### config.mk
export PLATFORM = sky130hd
export DESIGN_NAME = lcd_rotation
export DESIGN_NICKNAME = d
export VERILOG_FILES = /design/src/verilog/lcd_rotation_pkg.sv /design/src/verilog/cursor_coord.sv /design/src/verilog/lcd_rotation.sv
export VERILOG_INCLUDE_DIRS = /design/src /design/src/verilog
export SDC_FILE = /design/constraint.sdc
export NUM_CORES = 1
export LEC_CHECK = 0
export BUFFER_PORTS_ARGS = -buffer_cell sky130_fd_sc_hd__buf_2
export CAP_MARGIN = 20
export CORE_UTILIZATION = 43
export CTS_BUF_LIST = sky130_fd_sc_hd__clkbuf_2 sky130_fd_sc_hd__clkbuf_4 sky130_fd_sc_hd__clkbuf_8
export DETAILED_ROUTE_END_ITERATION = 12
export PLACE_DENSITY_LB_ADDON = 0.05
export SYNTH_ARGS = -nofsm -noshare
export SYNTH_HDL_FRONTEND = slang
export SYNTH_HIERARCHICAL = 1
export SYNTH_SLANG_ARGS = --single-unit
export TNS_END_PERCENT = 10
### constraint.sdc
create_clock -name sys_clk_i -period 4.1 [get_ports sys_clk_i]
set_input_delay 0.82 -clock sys_clk_i [delete_from_list [all_inputs] [get_ports sys_clk_i]]
set_output_delay 0.82 -clock sys_clk_i [all_outputs]
set_load 0.005 [all_outputs]
### src/verilog/lcd_rotation_map.svh
// Register offsets, field positions, colour depth codes, reset values and the cursor clamp limit of the panel rotation block.
// Assumes an 8-bit register port with byte addresses; one clock, synchronous reset.
`ifndef LCD_ROTATION_MAP_SVH
`define LCD_ROTATION_MAP_SVH

// ----------------------------------------------------------------------------
// Register offsets
// ----------------------------------------------------------------------------
`define OFS_PANEL_MODE        9'h040
`define OFS_START_B0          9'h042
`define OFS_START_B1          9'h043
`define OFS_START_B2          9'h044
`define OFS_LINE_OFS_LO       9'h046
`define OFS_LINE_OFS_HI       9'h047
`define OFS_GLOBAL_MODE       9'h1FC
`define OFS_CUR_X_LO          9'h060
`define OFS_CUR_X_HI          9'h061
`define OFS_CUR_Y_LO          9'h062
`define OFS_CUR_Y_HI          9'h063
`define OFS_ROT_STATUS        9'h064

// ----------------------------------------------------------------------------
// Field positions and masks
// ----------------------------------------------------------------------------
`define BIT_PANEL_BLANK       7
`define BIT_ROT_HIGH          4
`define BIT_ROT_LOW           6
`define MASK_PANEL_MODE       8'h97
`define MASK_GLOBAL_MODE      8'h47
`define MASK_LINE_OFS_HI      8'h07
`define MASK_START_B2         8'h0F
`define BIT_CUR_SIGN          7
`define MASK_CUR_MAG_HI       8'h7F
`define CUR_MIN_NEG_MAG       11'h03F

// ----------------------------------------------------------------------------
// Colour depth codes and reset values
// ----------------------------------------------------------------------------
`define BPP_8                 3'h3
`define BPP_15                3'h4
`define BPP_16                3'h5
`define RST_BYTE              8'h00

`endif

### src/verilog/lcd_rotation_pkg.sv
// Types shared by the panel rotation block.
// Assumes the register map header is included by the design files.
package lcd_rotation_pkg;
   typedef enum logic [1:0] {
      ROT_0,
      ROT_90,
      ROT_180,
      ROT_270
   } rotation_t;

   typedef enum logic [1:0] {
      PATH_PANEL,
      PATH_CRT,
      PATH_TV
   } display_path_t;
endpackage

### src/verilog/cursor_coord.sv
// One sign-magnitude cursor coordinate with a pending and an applied copy.
// Assumes byte writes arrive from the register port of the rotation block.
`include "lcd_rotation_map.svh"

module cursor_coord (
   // Clock and reset
   input  wire logic        sys_clk_i,
   input  wire logic        reset_i,
   // Byte writes and commit
   input  wire logic        wr_lo_i,
   input  wire logic        wr_hi_i,
   input  wire logic [7:0]  wdata_i,
   input  wire logic        commit_i,
   // Values
   output logic      [7:0]  pend_lo_o,
   output logic      [7:0]  pend_hi_o,
   output logic      [10:0] mag_o,
   output logic             neg_o
);
   logic [7:0]  lo_ff;
   logic [7:0]  hi_ff;
   logic [10:0] mag_ff;
   logic        neg_ff;
   logic [7:0]  nxt_lo;
   logic [7:0]  nxt_hi;
   logic [10:0] nxt_mag;
   logic        nxt_neg;
   logic [10:0] cand_mag;

   always_comb begin
      nxt_lo  = wr_lo_i ? wdata_i : lo_ff;
      nxt_hi  = wr_hi_i ? wdata_i : hi_ff;
      cand_mag = {nxt_hi[2:0], nxt_lo};
      nxt_mag = mag_ff;
      nxt_neg = neg_ff;
      if (commit_i) begin
         // Negative positions beyond the cursor size would leave nothing visible, so they clamp.
         nxt_neg = nxt_hi[`BIT_CUR_SIGN];
         if (nxt_hi[`BIT_CUR_SIGN] && cand_mag > `CUR_MIN_NEG_MAG) begin
            nxt_mag = `CUR_MIN_NEG_MAG;
         end else begin
            nxt_mag = cand_mag;
         end
      end
   end

   always_ff @(posedge sys_clk_i) begin
      if (reset_i) begin
         lo_ff  <= `RST_BYTE;
         hi_ff  <= `RST_BYTE;
         mag_ff <= 11'h000;
         neg_ff <= 1'b0;
      end else begin
         lo_ff  <= nxt_lo;
         hi_ff  <= nxt_hi;
         mag_ff <= nxt_mag;
         neg_ff <= nxt_neg;
      end
   end

   assign pend_lo_o = lo_ff;
   assign pend_hi_o = hi_ff;
   assign mag_o     = mag_ff;
   assign neg_o     = neg_ff;

   clamp_neg_a: assert property (@(posedge sys_clk_i) disable iff (reset_i)
      neg_ff |-> mag_ff <= `CUR_MIN_NEG_MAG) else $error("negative cursor beyond -63");
endmodule

### src/verilog/lcd_rotation.sv
// Panel rotation setup: mode, start address, line offset and cursor position registers.
// Assumes a simple byte register port with one-cycle strobes and the refresh path as consumer.
//
// Local design decision: the plain strobed port.
`include "lcd_rotation_map.svh"

module lcd_rotation (
   // Clock and reset
   input  wire logic                           sys_clk_i,
   input  wire logic                           reset_i,
   // Register port
   input  wire logic [8:0]                     addr_i,
   input  wire logic [7:0]                     wdata_i,
   input  wire logic                           wr_i,
   input  wire logic                           rd_i,
   output logic      [7:0]                     rdata_o,
   // Refresh path selection
   input  wire lcd_rotation_pkg::display_path_t path_i,
   // Panel refresh settings
   output lcd_rotation_pkg::rotation_t         panel_rot_o,
   output logic                                panel_rot_active_o,
   output logic                                panel_blank_o,
   output logic      [2:0]                     panel_bpp_o,
   output logic      [2:0]                     display_mode_o,
   output logic      [19:0]                    start_addr_o,
   output logic      [10:0]                    line_offset_o,
   // Cursor position
   output logic      [10:0]                    cur_x_mag_o,
   output logic                                cur_x_neg_o,
   output logic      [10:0]                    cur_y_mag_o,
   output logic                                cur_y_neg_o
);
   import lcd_rotation_pkg::*;

   // -------------------------------------------------------------------------
   // Register storage
   // -------------------------------------------------------------------------
   logic [7:0]  panel_mode_ff;
   logic [7:0]  global_mode_ff;
   logic [19:0] start_ff;
   logic [10:0] line_ofs_ff;
   logic [7:0]  nxt_panel_mode;
   logic [7:0]  nxt_global_mode;
   logic [19:0] nxt_start;
   logic [10:0] nxt_line_ofs;

   always_comb begin
      nxt_panel_mode  = panel_mode_ff;
      nxt_global_mode = global_mode_ff;
      nxt_start       = start_ff;
      nxt_line_ofs    = line_ofs_ff;
      if (wr_i) begin
         case (addr_i)
            `OFS_PANEL_MODE: begin
               nxt_panel_mode = wdata_i & `MASK_PANEL_MODE;
            end
            `OFS_GLOBAL_MODE: begin
               nxt_global_mode = wdata_i & `MASK_GLOBAL_MODE;
            end
            `OFS_START_B0: begin
               nxt_start[7:0] = wdata_i;
            end
            `OFS_START_B1: begin
               nxt_start[15:8] = wdata_i;
            end
            `OFS_START_B2: begin
               nxt_start[19:16] = wdata_i[3:0];
            end
            `OFS_LINE_OFS_LO: begin
               nxt_line_ofs[7:0] = wdata_i;
            end
            `OFS_LINE_OFS_HI: begin
               nxt_line_ofs[10:8] = wdata_i[2:0];
            end
            default: begin
            end
         endcase
      end
   end

   always_ff @(posedge sys_clk_i) begin
      if (reset_i) begin
         panel_mode_ff  <= `RST_BYTE;
         global_mode_ff <= `RST_BYTE;
         start_ff       <= 20'h00000;
         line_ofs_ff    <= 11'h000;
      end else begin
         panel_mode_ff  <= nxt_panel_mode;
         global_mode_ff <= nxt_global_mode;
         start_ff       <= nxt_start;
         line_ofs_ff    <= nxt_line_ofs;
      end
   end

   // -------------------------------------------------------------------------
   // Cursor position
   // -------------------------------------------------------------------------
   logic        wr_cur_xl;
   logic        wr_cur_xh;
   logic        wr_cur_yl;
   logic        wr_cur_yh;
   logic [7:0]  cxl;
   logic [7:0]  cxh;
   logic [7:0]  cyl;
   logic [7:0]  cyh;
   logic [10:0] cx_mag;
   logic [10:0] cy_mag;
   logic        cx_neg;
   logic        cy_neg;

   assign wr_cur_xl = wr_i && addr_i == `OFS_CUR_X_LO;
   assign wr_cur_xh = wr_i && addr_i == `OFS_CUR_X_HI;
   assign wr_cur_yl = wr_i && addr_i == `OFS_CUR_Y_LO;
   // The whole position moves at once so the cursor never shows a half-updated spot.
   assign wr_cur_yh = wr_i && addr_i == `OFS_CUR_Y_HI;

   cursor_coord u_cur_x (
      .sys_clk_i (sys_clk_i),
      .reset_i   (reset_i),
      .wr_lo_i   (wr_cur_xl),
      .wr_hi_i   (wr_cur_xh),
      .wdata_i   (wdata_i),
      .commit_i  (wr_cur_yh),
      .pend_lo_o (cxl),
      .pend_hi_o (cxh),
      .mag_o     (cx_mag),
      .neg_o     (cx_neg)
   );

   cursor_coord u_cur_y (
      .sys_clk_i (sys_clk_i),
      .reset_i   (reset_i),
      .wr_lo_i   (wr_cur_yl),
      .wr_hi_i   (wr_cur_yh),
      .wdata_i   (wdata_i),
      .commit_i  (wr_cur_yh),
      .pend_lo_o (cyl),
      .pend_hi_o (cyh),
      .mag_o     (cy_mag),
      .neg_o     (cy_neg)
   );

   // -------------------------------------------------------------------------
   // Rotation decode
   // -------------------------------------------------------------------------
   rotation_t req_rot;
   logic      bpp_ok;
   logic      rot_allowed;
   rotation_t eff_rot;

   always_comb begin
      // High bit from the panel mode register, low bit from the global mode register.
      case ({panel_mode_ff[`BIT_ROT_HIGH], global_mode_ff[`BIT_ROT_LOW]})
         2'b00: req_rot = ROT_0;
         2'b01: req_rot = ROT_90;
         2'b10: req_rot = ROT_180;
         2'b11: req_rot = ROT_270;
         default: req_rot = ROT_0;
      endcase
      bpp_ok = panel_mode_ff[2:0] == `BPP_8 || panel_mode_ff[2:0] == `BPP_15
               || panel_mode_ff[2:0] == `BPP_16;
      // Other display paths always refresh unrotated, whatever the bits hold.
      rot_allowed = bpp_ok && path_i == PATH_PANEL;
      // Clockwise turn relative to the native panel orientation; the refresh path walks memory accordingly.
      eff_rot = rot_allowed ? req_rot : ROT_0;
   end

   // -------------------------------------------------------------------------
   // Read path and registered outputs
   // -------------------------------------------------------------------------
   logic [7:0] nxt_rdata;
   logic [7:0] rdata_ff;
   rotation_t  rot_ff;
   logic       rot_active_ff;
   logic       blank_ff;
   logic [2:0] bpp_ff;
   logic [2:0] dmode_ff;
   logic [19:0] start_out_ff;
   logic [10:0] line_out_ff;
   logic [10:0] cxm_ff;
   logic [10:0] cym_ff;
   logic        cxn_ff;
   logic        cyn_ff;

   always_comb begin
      nxt_rdata = 8'h00;
      if (rd_i) begin
         case (addr_i)
            `OFS_PANEL_MODE:  nxt_rdata = panel_mode_ff;
            `OFS_GLOBAL_MODE: nxt_rdata = global_mode_ff;
            `OFS_START_B0:    nxt_rdata = start_ff[7:0];
            `OFS_START_B1:    nxt_rdata = start_ff[15:8];
            `OFS_START_B2:    nxt_rdata = {4'h0, start_ff[19:16]};
            `OFS_LINE_OFS_LO: nxt_rdata = line_ofs_ff[7:0];
            `OFS_LINE_OFS_HI: nxt_rdata = {5'h00, line_ofs_ff[10:8]};
            `OFS_CUR_X_LO:    nxt_rdata = cxl;
            `OFS_CUR_X_HI:    nxt_rdata = cxh;
            `OFS_CUR_Y_LO:    nxt_rdata = cyl;
            `OFS_CUR_Y_HI:    nxt_rdata = cyh;
            `OFS_ROT_STATUS:  nxt_rdata = {5'h00, rot_allowed, eff_rot};
            default:          nxt_rdata = 8'h00;
         endcase
      end
   end

   always_ff @(posedge sys_clk_i) begin
      if (reset_i) begin
         rdata_ff      <= 8'h00;
         rot_ff        <= ROT_0;
         rot_active_ff <= 1'b0;
         blank_ff      <= 1'b0;
         bpp_ff        <= 3'h0;
         dmode_ff      <= 3'h0;
         start_out_ff  <= 20'h00000;
         line_out_ff   <= 11'h000;
         cxm_ff        <= 11'h000;
         cym_ff        <= 11'h000;
         cxn_ff        <= 1'b0;
         cyn_ff        <= 1'b0;
      end else begin
         rdata_ff      <= nxt_rdata;
         rot_ff        <= eff_rot;
         rot_active_ff <= rot_allowed && eff_rot != ROT_0;
         blank_ff      <= panel_mode_ff[`BIT_PANEL_BLANK];
         bpp_ff        <= panel_mode_ff[2:0];
         dmode_ff      <= global_mode_ff[2:0];
         start_out_ff  <= start_ff;
         line_out_ff   <= line_ofs_ff;
         cxm_ff        <= cx_mag;
         cym_ff        <= cy_mag;
         cxn_ff        <= cx_neg;
         cyn_ff        <= cy_neg;
      end
   end

   assign rdata_o            = rdata_ff;
   assign panel_rot_o        = rot_ff;
   assign panel_rot_active_o = rot_active_ff;
   assign panel_blank_o      = blank_ff;
   assign panel_bpp_o        = bpp_ff;
   assign display_mode_o     = dmode_ff;
   assign start_addr_o       = start_out_ff;
   assign line_offset_o      = line_out_ff;
   assign cur_x_mag_o        = cxm_ff;
   assign cur_x_neg_o        = cxn_ff;
   assign cur_y_mag_o        = cym_ff;
   assign cur_y_neg_o        = cyn_ff;

   // -------------------------------------------------------------------------
   // Checks
   // -------------------------------------------------------------------------
   rot_decode_a: assert property (@(posedge sys_clk_i) disable iff (reset_i)
      rot_allowed |=> panel_rot_o == $past(req_rot)) else $error("rotation decode wrong");
   bpp_gate_a: assert property (@(posedge sys_clk_i) disable iff (reset_i)
      !bpp_ok |=> panel_rot_o == ROT_0) else $error("rotation at unsupported depth");
   other_path_a: assert property (@(posedge sys_clk_i) disable iff (reset_i)
      path_i != PATH_PANEL |=> !panel_rot_active_o) else $error("rotation on CRT or TV");
   line_hi_a: assert property (@(posedge sys_clk_i) disable iff (reset_i)
      wr_i && addr_i == `OFS_LINE_OFS_HI |=> ##1 line_offset_o[10:8] == $past(wdata_i[2:0], 2))
      else $error("line offset high bits lost");
   start_top_a: assert property (@(posedge sys_clk_i) disable iff (reset_i)
      rd_i && addr_i == `OFS_START_B2 |=> rdata_o[7:4] == 4'h0) else $error("start top nibble not zero");
   cur_hold_a: assert property (@(posedge sys_clk_i) disable iff (reset_i)
      !wr_cur_yh |=> ##1 $stable(cur_x_mag_o) && $stable(cur_y_neg_o)) else $error("cursor moved early");
   cur_sign_a: assert property (@(posedge sys_clk_i) disable iff (reset_i)
      wr_cur_yh |=> ##1 cur_y_neg_o == $past(wdata_i[7], 2)) else $error("cursor sign not taken");
   rot_clockwise_a: assert property (@(posedge sys_clk_i) disable iff (reset_i)
      rot_allowed && !panel_mode_ff[`BIT_ROT_HIGH] && global_mode_ff[`BIT_ROT_LOW]
      |=> panel_rot_o == ROT_90 && panel_rot_active_o) else $error("quarter turn not clockwise");
   // X holds its pending bytes while Y high is written, so a non-negative applied X must equal them.
   cur_commit_a: assert property (@(posedge sys_clk_i) disable iff (reset_i)
      wr_cur_yh && !cxh[`BIT_CUR_SIGN] |=> ##1 cur_x_mag_o == $past({cxh[2:0], cxl}, 2))
      else $error("cursor x not applied");
endmodule

==> impl_metrics.env <==
export IMPL_status="finished, final reports clean"
export IMPL_max_slew_margin_rel=0.4441
export IMPL_hold_path_class="flip-flop to flip-flop"
export IMPL_stdcell_area_mm2=0.007435
export IMPL_finalClockSkew_ps=8.700
export IMPL_cts_root_buf="clkbuf_8"
export IMPL_clk_latency_ps=450
export IMPL_placed_area_mm2=0.007097
export IMPL_rows=44
export IMPL_cts_tree="yes"
export IMPL_critical_path_class="input pin to flip-flop"
export IMPL_synth_ff_type="dfxtp_1"
export IMPL_ctsHoldBuffers=0
export IMPL_layout_commonest_cell="dfxtp_1"
export IMPL_placedCellCount=884
export IMPL_track_usage=0.2153
export IMPL_routed_via_density=5.276
export IMPL_nFillCells=1388
export IMPL_post_cts_buffers=0
export IMPL_drtIter0Drc=357
export IMPL_period_needed_ps=3000
export IMPL_synth_top_area_frac=0.5189
export IMPL_cp_cell_sequence="buf_2, or4b_1, nor2_2, and3b_1, and2_1, mux2_2, a211oi_4, a31oi_1"
export IMPL_finalHoldViolations=0
export IMPL_hp_start="u_cur_y/mag_o[8]"
export IMPL_layout_nets=742
export IMPL_end_kind="flip-flop"
export IMPL_p_per_area_mw_per_mm2=374.5
export IMPL_core_area_mm2=0.01464
export IMPL_dpl_worst_slack_ps=660.7
export IMPL_drive_above_1_share=0.2438
export IMPL_ios=96
export IMPL_synth_edff_count=0
export IMPL_path_buf_inv=1
export IMPL_final_setup_viol_count=0
export IMPL_dieArea_mm2=0.01566
export IMPL_tns_ps=0
export IMPL_crit_slowest_cell="or4b_1"
export IMPL_grt_pass1_vias=4637
export IMPL_yosysUniqueCellTypes=57
export IMPL_r2r_start="panel_mode_ff[1]"
export IMPL_cp_top_family="simple AND/OR/NAND/NOR gates"
export IMPL_grt_pass1_wl_um=25730
export IMPL_cts_resized=0
export IMPL_syn_nets=652
export IMPL_rsz0062_at_grt="no"
export IMPL_layout_common_cells="169 x dfxtp_1, 94 x buf_2, 87 x nor2_1"
export IMPL_crit_arrival_ps=3300
export IMPL_wl_per_cell_um=17.76
export IMPL_fmax_mhz=333.3
export IMPL_synth_cells=629
export IMPL_clkTransAtPathRegs_ps=80
export IMPL_cp_max_fo=6
export IMPL_start_kind="input pin"
export IMPL_netlist_area_mm2=0.006520
export IMPL_drt_wl_total_um=16230
export IMPL_period_share=0.7318
export IMPL_ant_nets=0
export IMPL_htreeDepth=4
export IMPL_hpwlAfterDp_um=11170
export IMPL_cp_required_ps=4400
export IMPL_gp_congestion=0.8654
export IMPL_drv_cap=0
export IMPL_ys_seq_elements=169
export IMPL_antenna_found_initial=0
export IMPL_yosysWarnings=6
export IMPL_seq_area_frac_synth=0.5189
export IMPL_max_stage_delay_ps=690
export IMPL_drv_slew=0
export IMPL_syn_avg_cell_area_um2=10.37
export IMPL_synth_top_cell_by_area="dfxtp_1"
export IMPL_start_util=0.4452
export IMPL_fin_ws_ps=1100
export IMPL_firstDrtPassIters=7
export IMPL_numCtsBuffers=17
export IMPL_leakage_uw=0.003102
export IMPL_n_antenna_cell=0
export IMPL_dieHeight_um=125.1
export IMPL_areaGrowthSynthToFinish_pct=14.03
export IMPL_via_count=4822
export IMPL_ys_top_cells_by_area="dfxtp_1 52%, mux2i_1 11%, nor2b_1 6.9%, nor2_1 5.0%, mux2_2 2.1%"
export IMPL_layout_cells_non_filler=914
export IMPL_die_x_um=125.1
export IMPL_asyncSetResetFlopFracSynth=0
export IMPL_peakVddDrop_mv=0.2192
export IMPL_startpoint="addr_i[4]"
export IMPL_grt_overflow_total=0
export IMPL_drc=0
export IMPL_numPortBuffers=95
export IMPL_rrSetupSlack_ps=2500
export IMPL_worstMarginPinSlew_ps=831.3
export IMPL_clock_sinks=169
export IMPL_cts_buffer_depth=2
export IMPL_grt_start_max_net_pins=63
[flip-flops by register name, summed over array words and instances, names as in the netlist, 11 cells and up]
signal	cells
cur_y_mag_o	11
cur_x_mag_o	11
u_cur_x/mag_o	11
start_addr_o	20
start_ff	20
line_offset_o	11
u_cur_y/mag_o	11
line_ofs_ff	11
[path summary, 6_finish.rpt]
| path | end | depth (start not counted) |
|---|---|---|
| max | u_cur_x/mag_o[2] | 8 |
| min | u_cur_y/mag_o[8] | 2 |
| max reg2reg | rdata_o[1] | 5 |
| min reg2reg | u_cur_y/mag_o[8] | 2 |
[per-stage QoR]
step / utilization / power [µW] / hold slack, ps
2_1_floorplan: - / 1734 / 436.4
3_3_place_gp: 0.4846 / 1777 / 449.8
3_5_place_dp: 0.4846 / 1778 / 451.8
4_1_cts: 0.5077 / 2814 / 463.5
5_1_grt: 0.5077 / 2892 / 481.5
6_report: 0.5077 / 2784 / 460.4
[report_power, final]
part           switching (µW)  total (µW)  leakage (µW)  internal [µW]
registers               0.519        1640       0.00136           1640
logic                    75.9        98.5       0.00157           22.6
clock network             575        1040      0.000170            470
[metal layers]
metal	vias to the layer above	share of wire	wire [µm]	GRT usage
met2	123	0.44	7196	0.3207
met4	0	0.016	259	0.07676
met5	-	0	0	0
met1	2313	0.50	8087	0.3060
li1	2371	-	-	-
met3	15	0.042	689	0.04707
[synth_stat cells, drive strengths merged (2+ instances only)]
cell type,n
or4b,2
a311o,12
dfxtp,169
mux2i,71
a211o,2
a222oi,4
o32ai,2
a22o,6
nor2b,72
inv,2
mux2,12
nand2,30
a22oi,5
nor4b,2
a211oi,4
or3,3
and2,6
nand3,16
or2,2
a31oi,19
a21oi,18
nor4,2
nand3b,8
and3,2
or2b,2
a32oi,2
buf,13
or3b,4
o21ai,4
nand2b,2
nor2,88
clkbuf,26
nor3,9
[worst min-delay path, delay by kind of cell, from the launching register on]
| family | cells | cell delay, ps |
|---|---|---|
| DFF | 1 | 310 |
| and+or+nand+nor | 1 | 60 |
| AOI/OAI and AO/OA | 1 | 50 |
[logic make-up after synthesis]
logic type             after synthesis  share of synthesized area
AND/OR/NAND/NOR                    252                     0.2107
flip-flops                         169                     0.5189
buffers and inverters               41                    0.03857
AO/OA/AOI/OAI                       83                    0.09749
multiplexers                        84                     0.1343
[area by class of cell]
cell class,instances,area (µm²),share of cell area
multi-input combinational,419,2885,0.3881
tap,184,230.2,0.03097
timing repair buffer,110,590.6,0.07943
clock buffer,24,292.8,0.03938
clock inverter,6,45.04,0.006059
inverter,2,7.507,0.001010
sequential,169,3383,0.4551
(Power assumes the default switching activity.)
